<file path="config.mk">
export PLATFORM = sky130hd
export DESIGN_NAME = igdm_monitor
export DESIGN_NICKNAME = d
export VERILOG_FILES = /design/src/pkg/igdm_pkg.sv /design/src/core/igdm_monitor.sv
export SDC_FILE = /design/constraint.sdc
export NUM_CORES = 1
export LEC_CHECK = 0
export ABC_AREA = 1
export ABC_CLOCK_PERIOD_IN_PS = 4800
export BUFFER_PORTS_ARGS = -buffer_cell sky130_fd_sc_hd__buf_2
export CAP_MARGIN = 20
export CORE_UTILIZATION = 59
export CTS_CLUSTER_DIAMETER = 100
export CTS_CLUSTER_SIZE = 10
export DETAILED_ROUTE_END_ITERATION = 8
export GPL_TIMING_DRIVEN = 0
export PLACE_DENSITY = 0.88
export SETUP_SLACK_MARGIN = 0.1
export SYNTH_ARGS = -nofsm -noshare
export SYNTH_HDL_FRONTEND = slang
export SYNTH_SLANG_ARGS = --single-unit
</file>
<file path="constraint.sdc">
create_clock -name CLK -period 4.8 [get_ports CLK]
set_input_delay 0.96 -clock CLK [delete_from_list [all_inputs] [get_ports CLK]]
set_output_delay 0.96 -clock CLK [all_outputs]
set_load 0.02 [all_outputs]
</file>
<file path="src/pkg/igdm_pkg.sv">
package igdm_pkg;

  // ****************************************
  // Timing
  // ****************************************
  localparam int unsigned CLK_HZ          = 25000000;
  localparam int unsigned RXB_DEAD_SEC    = 2;
  localparam int unsigned MAIN_DEAD_SEC   = 5;
  localparam int unsigned WARN_SEC        = 5;
  localparam int unsigned RESTART_SEC     = 5;
  localparam int unsigned LIVE_SEC        = 10;
  localparam int unsigned ARM_SEC         = 7;
  localparam int unsigned RXB_DEAD_CYC    = RXB_DEAD_SEC * CLK_HZ;
  localparam int unsigned MAIN_DEAD_CYC   = MAIN_DEAD_SEC * CLK_HZ;
  localparam int unsigned WARN_CYC        = WARN_SEC * CLK_HZ;
  localparam int unsigned RESTART_CYC     = RESTART_SEC * CLK_HZ;
  localparam int unsigned LIVE_CYC        = LIVE_SEC * CLK_HZ;
  localparam int unsigned ARM_CYC         = ARM_SEC * CLK_HZ;

  // ****************************************
  // Glitch filter counts per level
  // ****************************************
  localparam logic [7:0] GLITCH_LVL1 = 8'h10;
  localparam logic [7:0] GLITCH_LVL2 = 8'h08;
  localparam logic [7:0] GLITCH_LVL3 = 8'h02;
  localparam logic [1:0] LEVEL_RESET = 2'h1;

  // ****************************************
  // Diagnostic codes
  // ****************************************
  typedef enum logic [2:0] {
    IGDM_CODE_NONE,
    IGDM_CODE_RX_MISSING,
    IGDM_CODE_RXB_DEAD,
    IGDM_CODE_MAIN_DEAD,
    IGDM_CODE_RXB_WARN,
    IGDM_CODE_MAIN_WARN,
    IGDM_CODE_RANGE_KILL
  } igdm_code_t;

  // Range programming phases
  typedef enum logic [2:0] {
    IGDM_PRG_IDLE,
    IGDM_PRG_SHOW,
    IGDM_PRG_LIVE,
    IGDM_PRG_EDIT,
    IGDM_PRG_CONFIRM
  } igdm_prg_t;

  // Sensor inputs travelling together
  typedef struct packed {
    logic       rx_present;
    logic       rx_sample;
    logic [7:0] rx_value;
    logic       rxb_below_dead;
    logic       rxb_below_warn;
    logic       main_below_dead;
    logic       main_below_warn;
  } igdm_sense_t;

  // Display content
  typedef struct packed {
    logic       show_code;
    igdm_code_t code;
    logic       show_value;
    logic [7:0] value;
    logic       confirm;
  } igdm_disp_t;

endpackage

</file>
<file path="src/core/igdm_monitor.sv">
`timescale 1ns/1ps
module igdm_monitor #(
  parameter int unsigned RXB_DEAD_CYC  = igdm_pkg::RXB_DEAD_CYC,
  parameter int unsigned MAIN_DEAD_CYC = igdm_pkg::MAIN_DEAD_CYC,
  parameter int unsigned WARN_CYC      = igdm_pkg::WARN_CYC,
  parameter int unsigned RESTART_CYC   = igdm_pkg::RESTART_CYC,
  parameter int unsigned LIVE_CYC      = igdm_pkg::LIVE_CYC,
  parameter int unsigned ARM_CYC       = igdm_pkg::ARM_CYC
) (
  input  wire logic                 CLK,
  input  wire logic                 RST,
  input  wire logic                 CE,
  input  wire igdm_pkg::igdm_sense_t SENSE,
  input  wire logic                 ENGINE_START,
  input  wire logic                 SPEED_HALF_MAX,
  input  wire logic                 PRG_START,
  input  wire logic                 PRG_WRITE,
  input  wire logic                 PRG_DONE,
  input  wire logic                 NEW_LO_EN,
  input  wire logic [7:0]           NEW_LO,
  input  wire logic                 NEW_HI_EN,
  input  wire logic [7:0]           NEW_HI,
  input  wire logic [1:0]           NEW_LEVEL,
  output logic                      IGN_ENABLE,
  output logic                      SHUTDOWN,
  output logic                      MISFIRE,
  output logic                      RESTART_BLOCK,
  output igdm_pkg::igdm_prg_t       PRG_PHASE,
  output igdm_pkg::igdm_disp_t      DISPLAY,
  output logic [1:0]                LOSS_SENSITIVITY_LEVEL
);

  // Refuse counts too short for the qualification logic
  if (RXB_DEAD_CYC < 2 || MAIN_DEAD_CYC < 2 || WARN_CYC < 2 || RESTART_CYC < 2 ||
      LIVE_CYC < 2 || ARM_CYC < 2) begin : g_bad_count
    $error("igdm_monitor: counts must be at least 2");
  end

  // Saturating counter step
  function automatic logic [31:0] step(input logic [31:0] c, input logic cond, input int unsigned lim);
    step = !cond ? 32'h0 : ((c >= lim) ? c : c + 32'h1);
  endfunction

  // Glitch filter length per level
  function automatic logic [7:0] glitch_len(input logic [1:0] lvl);
    unique case (lvl)
      2'h2:    glitch_len = igdm_pkg::GLITCH_LVL2;
      2'h3:    glitch_len = igdm_pkg::GLITCH_LVL3;
      default: glitch_len = igdm_pkg::GLITCH_LVL1;
    endcase
  endfunction

  // ****************************************
  // State
  // ****************************************
  logic [31:0]          rxbd_ff, mand_ff, rxbw_ff, manw_ff, arm_ff, blk_ff, live_ff;
  logic [31:0]          nxt_rxbd, nxt_mand, nxt_rxbw, nxt_manw, nxt_arm, nxt_blk, nxt_live;
  logic [7:0]           bad_ff, nxt_bad;
  logic [7:0]           lo_ff, hi_ff, nxt_lo, nxt_hi;
  logic                 lo_en_ff, hi_en_ff, nxt_lo_en, nxt_hi_en;
  logic [1:0]           lvl_ff, nxt_lvl;
  igdm_pkg::igdm_code_t code_ff, nxt_code;
  logic                 shut_ff, nxt_shut, warn_ff, nxt_warn, run_ff, nxt_run;
  igdm_pkg::igdm_prg_t  prg_ff, nxt_prg;
  logic                 armed, rx_bad, out_range, mon_on, start_ok;

  // ****************************************
  // Monitoring
  // ****************************************
  assign armed     = (arm_ff >= ARM_CYC);
  assign mon_on    = lo_en_ff && hi_en_ff;
  assign out_range = mon_on && SENSE.rx_present &&
                     (SENSE.rx_value > hi_ff || SENSE.rx_value < lo_ff);
  assign rx_bad    = !SENSE.rx_present || out_range;
  assign start_ok  = ENGINE_START && (blk_ff == 32'h0) && (prg_ff == igdm_pkg::IGDM_PRG_IDLE);

  // Fault qualification and latching
  always_comb begin
    nxt_rxbd = step(rxbd_ff, SENSE.rxb_below_dead, RXB_DEAD_CYC);
    nxt_mand = step(mand_ff, SENSE.main_below_dead, MAIN_DEAD_CYC);
    nxt_rxbw = step(rxbw_ff, SENSE.rxb_below_warn, WARN_CYC);
    nxt_manw = step(manw_ff, SENSE.main_below_warn, WARN_CYC);
    nxt_arm  = armed ? arm_ff : arm_ff + 32'h1;
    nxt_bad  = bad_ff;
    if (SENSE.rx_sample) begin
      nxt_bad = (rx_bad && armed) ? ((bad_ff == 8'hFF) ? bad_ff : bad_ff + 8'h1) : 8'h0;
    end
    nxt_code = code_ff;
    nxt_shut = shut_ff;
    nxt_warn = warn_ff;
    nxt_run  = run_ff;
    nxt_blk  = (blk_ff != 32'h0) ? blk_ff - 32'h1 : 32'h0;
    if (start_ok) begin
      nxt_code = igdm_pkg::IGDM_CODE_NONE;
      nxt_shut = 1'b0;
      nxt_warn = 1'b0;
      nxt_run  = 1'b1;
    end else if (run_ff) begin
      if (rxbd_ff >= RXB_DEAD_CYC) begin
        nxt_code = igdm_pkg::IGDM_CODE_RXB_DEAD;
        nxt_shut = 1'b1;
      end else if (mand_ff >= MAIN_DEAD_CYC) begin
        nxt_code = igdm_pkg::IGDM_CODE_MAIN_DEAD;
        nxt_shut = 1'b1;
      end else if (bad_ff >= glitch_len(lvl_ff)) begin
        nxt_code = SENSE.rx_present ? igdm_pkg::IGDM_CODE_RANGE_KILL
                                    : igdm_pkg::IGDM_CODE_RX_MISSING;
        nxt_shut = 1'b1;
      end else if (!warn_ff && rxbw_ff >= WARN_CYC) begin
        nxt_code = igdm_pkg::IGDM_CODE_RXB_WARN;
        nxt_warn = 1'b1;
      end else if (!warn_ff && manw_ff >= WARN_CYC) begin
        nxt_code = igdm_pkg::IGDM_CODE_MAIN_WARN;
        nxt_warn = 1'b1;
      end
      if (nxt_shut) begin
        nxt_run = 1'b0;
        nxt_blk = RESTART_CYC;
      end
    end
  end

  always_ff @(posedge CLK) begin
    if (RST) begin
      rxbd_ff <= 32'h0;
      mand_ff <= 32'h0;
      rxbw_ff <= 32'h0;
      manw_ff <= 32'h0;
      arm_ff  <= 32'h0;
      bad_ff  <= 8'h0;
      blk_ff  <= 32'h0;
      code_ff <= igdm_pkg::IGDM_CODE_NONE;
      shut_ff <= 1'b0;
      warn_ff <= 1'b0;
      run_ff  <= 1'b0;
    end else if (CE) begin
      rxbd_ff <= nxt_rxbd;
      mand_ff <= nxt_mand;
      rxbw_ff <= nxt_rxbw;
      manw_ff <= nxt_manw;
      arm_ff  <= nxt_arm;
      bad_ff  <= nxt_bad;
      blk_ff  <= nxt_blk;
      code_ff <= nxt_code;
      shut_ff <= nxt_shut;
      warn_ff <= nxt_warn;
      run_ff  <= nxt_run;
    end
  end

  // ****************************************
  // Range programming
  // ****************************************
  always_comb begin
    nxt_prg   = prg_ff;
    nxt_live  = 32'h0;
    nxt_lo    = lo_ff;
    nxt_hi    = hi_ff;
    nxt_lo_en = lo_en_ff;
    nxt_hi_en = hi_en_ff;
    nxt_lvl   = lvl_ff;
    unique case (prg_ff)
      igdm_pkg::IGDM_PRG_IDLE: begin
        if (PRG_START && !run_ff) begin
          nxt_prg = igdm_pkg::IGDM_PRG_SHOW;
        end
      end
      igdm_pkg::IGDM_PRG_SHOW: begin
        if (PRG_DONE) begin
          nxt_prg = igdm_pkg::IGDM_PRG_LIVE;
        end
      end
      igdm_pkg::IGDM_PRG_LIVE: begin
        nxt_live = live_ff + 32'h1;
        if (live_ff >= LIVE_CYC - 1) begin
          nxt_prg = igdm_pkg::IGDM_PRG_EDIT;
        end
      end
      igdm_pkg::IGDM_PRG_EDIT: begin
        if (PRG_WRITE) begin
          nxt_lo    = NEW_LO;
          nxt_hi    = NEW_HI;
          nxt_lo_en = NEW_LO_EN;
          nxt_hi_en = NEW_HI_EN;
          nxt_lvl   = (NEW_LEVEL == 2'h0) ? lvl_ff : NEW_LEVEL;
          nxt_prg   = igdm_pkg::IGDM_PRG_CONFIRM;
        end
      end
      igdm_pkg::IGDM_PRG_CONFIRM: begin
        if (PRG_DONE) begin
          nxt_prg = igdm_pkg::IGDM_PRG_IDLE;
        end
      end
      default: nxt_prg = igdm_pkg::IGDM_PRG_IDLE;
    endcase
  end

  always_ff @(posedge CLK) begin
    if (RST) begin
      prg_ff   <= igdm_pkg::IGDM_PRG_IDLE;
      live_ff  <= 32'h0;
      lo_ff    <= 8'h0;
      hi_ff    <= 8'hFF;
      lo_en_ff <= 1'b0;
      hi_en_ff <= 1'b0;
      lvl_ff   <= igdm_pkg::LEVEL_RESET;
    end else if (CE) begin
      prg_ff   <= nxt_prg;
      live_ff  <= nxt_live;
      lo_ff    <= nxt_lo;
      hi_ff    <= nxt_hi;
      lo_en_ff <= nxt_lo_en;
      hi_en_ff <= nxt_hi_en;
      lvl_ff   <= nxt_lvl;
    end
  end

  // ****************************************
  // Outputs
  // ****************************************
  assign IGN_ENABLE             = run_ff && !shut_ff;
  assign SHUTDOWN               = shut_ff;
  assign MISFIRE                = run_ff && warn_ff && SPEED_HALF_MAX;
  assign RESTART_BLOCK          = (blk_ff != 32'h0);
  assign PRG_PHASE              = prg_ff;
  assign LOSS_SENSITIVITY_LEVEL = lvl_ff;

  // Display: code, stored limit or live value
  always_comb begin
    DISPLAY            = '0;
    DISPLAY.show_code  = (code_ff != igdm_pkg::IGDM_CODE_NONE);
    DISPLAY.code       = code_ff;
    DISPLAY.show_value = (prg_ff == igdm_pkg::IGDM_PRG_LIVE) || (prg_ff == igdm_pkg::IGDM_PRG_SHOW);
    DISPLAY.value      = (prg_ff == igdm_pkg::IGDM_PRG_LIVE) ? SENSE.rx_value : lo_ff;
    DISPLAY.confirm    = (prg_ff == igdm_pkg::IGDM_PRG_CONFIRM);
  end

  // ****************************************
  // Assertions
  // ****************************************
  rxb_dead_a: assert property (@(posedge CLK) disable iff (RST)
    CE && run_ff && !start_ok && rxbd_ff >= RXB_DEAD_CYC |=> shut_ff)
    else $error("receiver battery dead not shut down");
  main_dead_a: assert property (@(posedge CLK) disable iff (RST)
    CE && run_ff && !start_ok && mand_ff >= MAIN_DEAD_CYC |=> shut_ff)
    else $error("main battery dead not shut down");
  warn_fire_a: assert property (@(posedge CLK) disable iff (RST)
    MISFIRE |-> code_ff == igdm_pkg::IGDM_CODE_RXB_WARN || code_ff == igdm_pkg::IGDM_CODE_MAIN_WARN)
    else $error("misfire without warning code");
  warn_rxb_a: assert property (@(posedge CLK) disable iff (RST)
    CE && run_ff && !start_ok && !warn_ff && rxbw_ff >= WARN_CYC && rxbd_ff < RXB_DEAD_CYC &&
    mand_ff < MAIN_DEAD_CYC && bad_ff < glitch_len(lvl_ff) |=> code_ff == igdm_pkg::IGDM_CODE_RXB_WARN)
    else $error("receiver warning code missing");
  warn_main_a: assert property (@(posedge CLK) disable iff (RST)
    CE && run_ff && !start_ok && !warn_ff && rxbw_ff < WARN_CYC && manw_ff >= WARN_CYC &&
    rxbd_ff < RXB_DEAD_CYC && mand_ff < MAIN_DEAD_CYC && bad_ff < glitch_len(lvl_ff)
    |=> code_ff == igdm_pkg::IGDM_CODE_MAIN_WARN)
    else $error("main warning code missing");
  rx_loss_a: assert property (@(posedge CLK) disable iff (RST)
    CE && run_ff && !start_ok && bad_ff >= glitch_len(lvl_ff) |=> shut_ff)
    else $error("receiver loss not shut down");
  code_show_a: assert property (@(posedge CLK) disable iff (RST)
    $rose(shut_ff) |-> DISPLAY.show_code)
    else $error("shutdown code not shown");
  restart_blk_a: assert property (@(posedge CLK) disable iff (RST)
    CE && $rose(shut_ff) |-> RESTART_BLOCK && !IGN_ENABLE)
    else $error("restart not blocked");
  start_clr_a: assert property (@(posedge CLK) disable iff (RST)
    CE && start_ok |=> code_ff == igdm_pkg::IGDM_CODE_NONE && !shut_ff)
    else $error("codes not cleared at restart");
  arm_hold_a: assert property (@(posedge CLK) disable iff (RST)
    !armed |-> bad_ff == 8'h0)
    else $error("receiver monitored before arming");
  live_next_a: assert property (@(posedge CLK) disable iff (RST)
    CE && prg_ff == igdm_pkg::IGDM_PRG_LIVE && live_ff >= LIVE_CYC - 1 |=> prg_ff == igdm_pkg::IGDM_PRG_EDIT)
    else $error("live window did not end");
  range_kill_a: assert property (@(posedge CLK) disable iff (RST)
    CE && run_ff && !start_ok && rxbd_ff < RXB_DEAD_CYC && mand_ff < MAIN_DEAD_CYC &&
    bad_ff >= glitch_len(lvl_ff) && SENSE.rx_present |=> code_ff == igdm_pkg::IGDM_CODE_RANGE_KILL)
    else $error("range kill code missing");
  ce_hold_a: assert property (@(posedge CLK) disable iff (RST)
    !CE |=> $stable(code_ff) && $stable(prg_ff) && $stable(blk_ff) && $stable(run_ff))
    else $error("state moved while clock enable low");

endmodule // igdm_monitor

</file>
==> results.sh <==
export IMPL_status="completed"
export IMPL_fmax_ghz=0.333
export IMPL_fp_row_count=57
export IMPL_worstSetupEndpointType="primary output"
export IMPL_fin_crit_ns=3.01
export IMPL_cts_setup_buffers=0
export IMPL_cts_hold_buf=0
export IMPL_worstPathMaxFanout=10
export IMPL_numCtsBuffers=30
export IMPL_grt_first_pass_wirelength_um=65100
export IMPL_place_gp_congestion=0.945
export IMPL_h_tree_depth=1
export IMPL_netSwitchingFraction_pct=34.1
export IMPL_yosysWarnings=0
export IMPL_die_area_mm2=0.0260
export IMPL_ys_top_cells_by_area="dfxtp_1, nand2_1, inv_1, nor2_1, a21oi_1"
export IMPL_skew_ns=0.0154
export IMPL_cts_tree="yes"
export IMPL_hold_viol_final=0
export IMPL_routedWlPerCell_um=14.4
export IMPL_synth_most_common_cell="nand2_1"
export IMPL_cts_root_buffer_cell="clkbuf_16"
export IMPL_required_ns=3.84
export IMPL_syn_inst=2285
export IMPL_antenna_found_initial=1
export IMPL_final_cell_area_mm2=0.0165
export IMPL_synth_nets=2359
export IMPL_place_area_mm2=0.0157
export IMPL_core_mm2=0.0246
export IMPL_grt_overflow=0
export IMPL_final_max_slew_violation_count=0
export IMPL_grt_use_total_pct=29.8
export IMPL_power_switching_uw=2070
export IMPL_drt_iter0_markers=1372
export IMPL_drive_gt1_share_pct=8.28
export IMPL_period_share_pct=62.6
export IMPL_synth_top_cell_area_share_pct=34.9
export IMPL_die_x_um=161
export IMPL_synth_edf_count=0
export IMPL_fillers=2145
export IMPL_synth_avg_cell_area_um2=6.55
export IMPL_synth_cell_types=49
export IMPL_portBuffers=62
export IMPL_vias_per_cell=5.66
export IMPL_grt_pass1_vias=14175
export IMPL_synth_common_cells="nand2_1, inv_1, nor2_1, dfxtp_1, a21oi_1"
export IMPL_ant_nets=0
export IMPL_clock_latency_ns=0.55
export IMPL_rsz0062_at_grt="no"
export IMPL_setup_viol=0
export IMPL_drt_wl_total_um=38900
export IMPL_drt_pass1_iterations=7
export IMPL_final_util_pct=66.9
export IMPL_die_height_um=161
export IMPL_pwr_share_clk_pct=32.5
export IMPL_netlist_area_mm2=0.0150
export IMPL_seqPwrFrac_pct=39.9
export IMPL_p_leak_uw=0.00654
export IMPL_synth_seq_area_share_pct=34.9
export IMPL_finalNetCount=2453
export IMPL_p_int_uw=4000
export IMPL_initial_utilization_pct=60.8
export IMPL_power_density_mw_per_mm2=369
export IMPL_io_pins=65
export IMPL_tns_ns=0
export IMPL_drc=0
export IMPL_cts_sinks=261
export IMPL_hold_class="reg -> reg"
export IMPL_ys_ff_latch=261
export IMPL_async_flop_share_pct=0
export IMPL_area_growth_syn_to_layout_pct=10.1
export IMPL_power_uw=6070
export IMPL_worst_pin_slew_ns=0.638
export IMPL_p_comb_share_pct=27.5
export IMPL_dominantRegCellSynth="dfxtp_1"
export IMPL_maxSlewHeadroom_pct=57.5
export IMPL_path_class="reg -> out"
export IMPL_vias=15320
export IMPL_dp_hpwl_um=28800
export IMPL_peakVddDrop_uv=368
export IMPL_clk_pin_slew_ns=0.05
export IMPL_max_cap_viol_count=0
export IMPL_post_cts_resized=0
export IMPL_synth_top_cell_by_area="dfxtp_1"
export IMPL_clock_path_buffers=3
export IMPL_grt_start_max_net_pins=15
export IMPL_worst_ep_arrival_time_ns=2.05
export IMPL_worst_setup_path_start_kind="flip-flop"
## critical path, cell delays in order (launching register included)
cell      delay (ns)
dfxtp_1         0.34
nor2_1          0.13
inv_1           0.10
nor2_4          0.24
clkbuf_1        0.33
nand2_1         0.09
o21ai_0         0.08
buf_2           0.18
## power by group through the flow
stage          sequential, uW  clock (uW)  combinational [uW]
2_1_floorplan            2440           0                1290
3_3_place_gp             2460           0                1590
3_5_place_dp             2460           0                1630
4_1_cts                  2420        2000                1640
5_1_grt                  2440        2090                1850
6_report                 2420        1970                1670
## area by class of cell
| class | instances | area, um2 | share of cell area [%] |
|---|---|---|---|
| multi-input combinational | 1678 | 8350 | 50.7 |
| clock buffer | 32 | 779 | 4.73 |
| buffer | 63 | 323 | 1.96 |
| antenna | 1 | 2.50 | 0.0152 |
| inverter | 283 | 1060 | 6.47 |
| clock inverter | 1 | 8.76 | 0.0532 |
| timing repair buffer | 62 | 310 | 1.88 |
| sequential | 261 | 5230 | 31.7 |
| tap | 324 | 405 | 2.46 |
## metrics by stage
step	hold WS [ns]	setup WS [ns]	instances
finish	0.435	1.79	2705
floorplan	0.409	2.35	2285
global placement	0.419	1.72	2671
detailed placement	0.430	1.62	2671
global route	0.451	1.63	2705
CTS	0.435	1.80	2704
## logic make-up after synthesis
| logic type | count (synthesis) | share of synthesized area, % |
|---|---|---|
| fa+ha+maj | 32 | 2.68 |
| xor+xnor | 65 | 3.81 |
| compound gates | 344 | 12.3 |
| simple gates | 1237 | 37.0 |
| buf+inv | 346 | 9.28 |
| flops | 261 | 34.9 |
## layer usage
layer / share of wire [%] / GRT usage, %
met3: 6.4 / 4.01
met4: 4.1 / 12.7
met5: 0 / 0
met2: 46 / 51.4
met1: 43 / 37.2
## state kept, by name, indices dropped and copies added, names as in the netlist, 32 cells and up
name	cells
arm_ff	32
blk_ff	32
live_ff	32
mand_ff	32
manw_ff	32
rxbd_ff	32
rxbw_ff	32
## path summary, 6_finish.rpt
path | from | endpoint | slack (ns) | cells past startpoint
setup / recovery | PRG_PHASE[0] | DISPLAY[6] | 1.79 | 7
hold / removal | rxbd_ff[27] | rxbd_ff[27] | 0.43 | 2
setup reg to reg | LOSS_SENSITIVITY_LEVEL[0] | blk_ff[17] | 2.62 | 12
hold reg to reg | rxbd_ff[27] | rxbd_ff[27] | 0.43 | 2
## layout by cell type (no fill, tap or decap), types with 12 or more instances in the layout
master       n
nor2_2      13
xnor2_1     12
nand2_2     12
nand3_1    149
buf_2       80
inv_1      270
ha_1        32
nor2_1     270
nand2_1    550
clkbuf_1    32
nor4_1      20
clkbuf_16   31
xor2_1      53
o21ai_0     99
dfxtp_1    261
a21oi_1    191
nor3_1     100
nand4_1     70
Power figures use the tool's default switching activity.
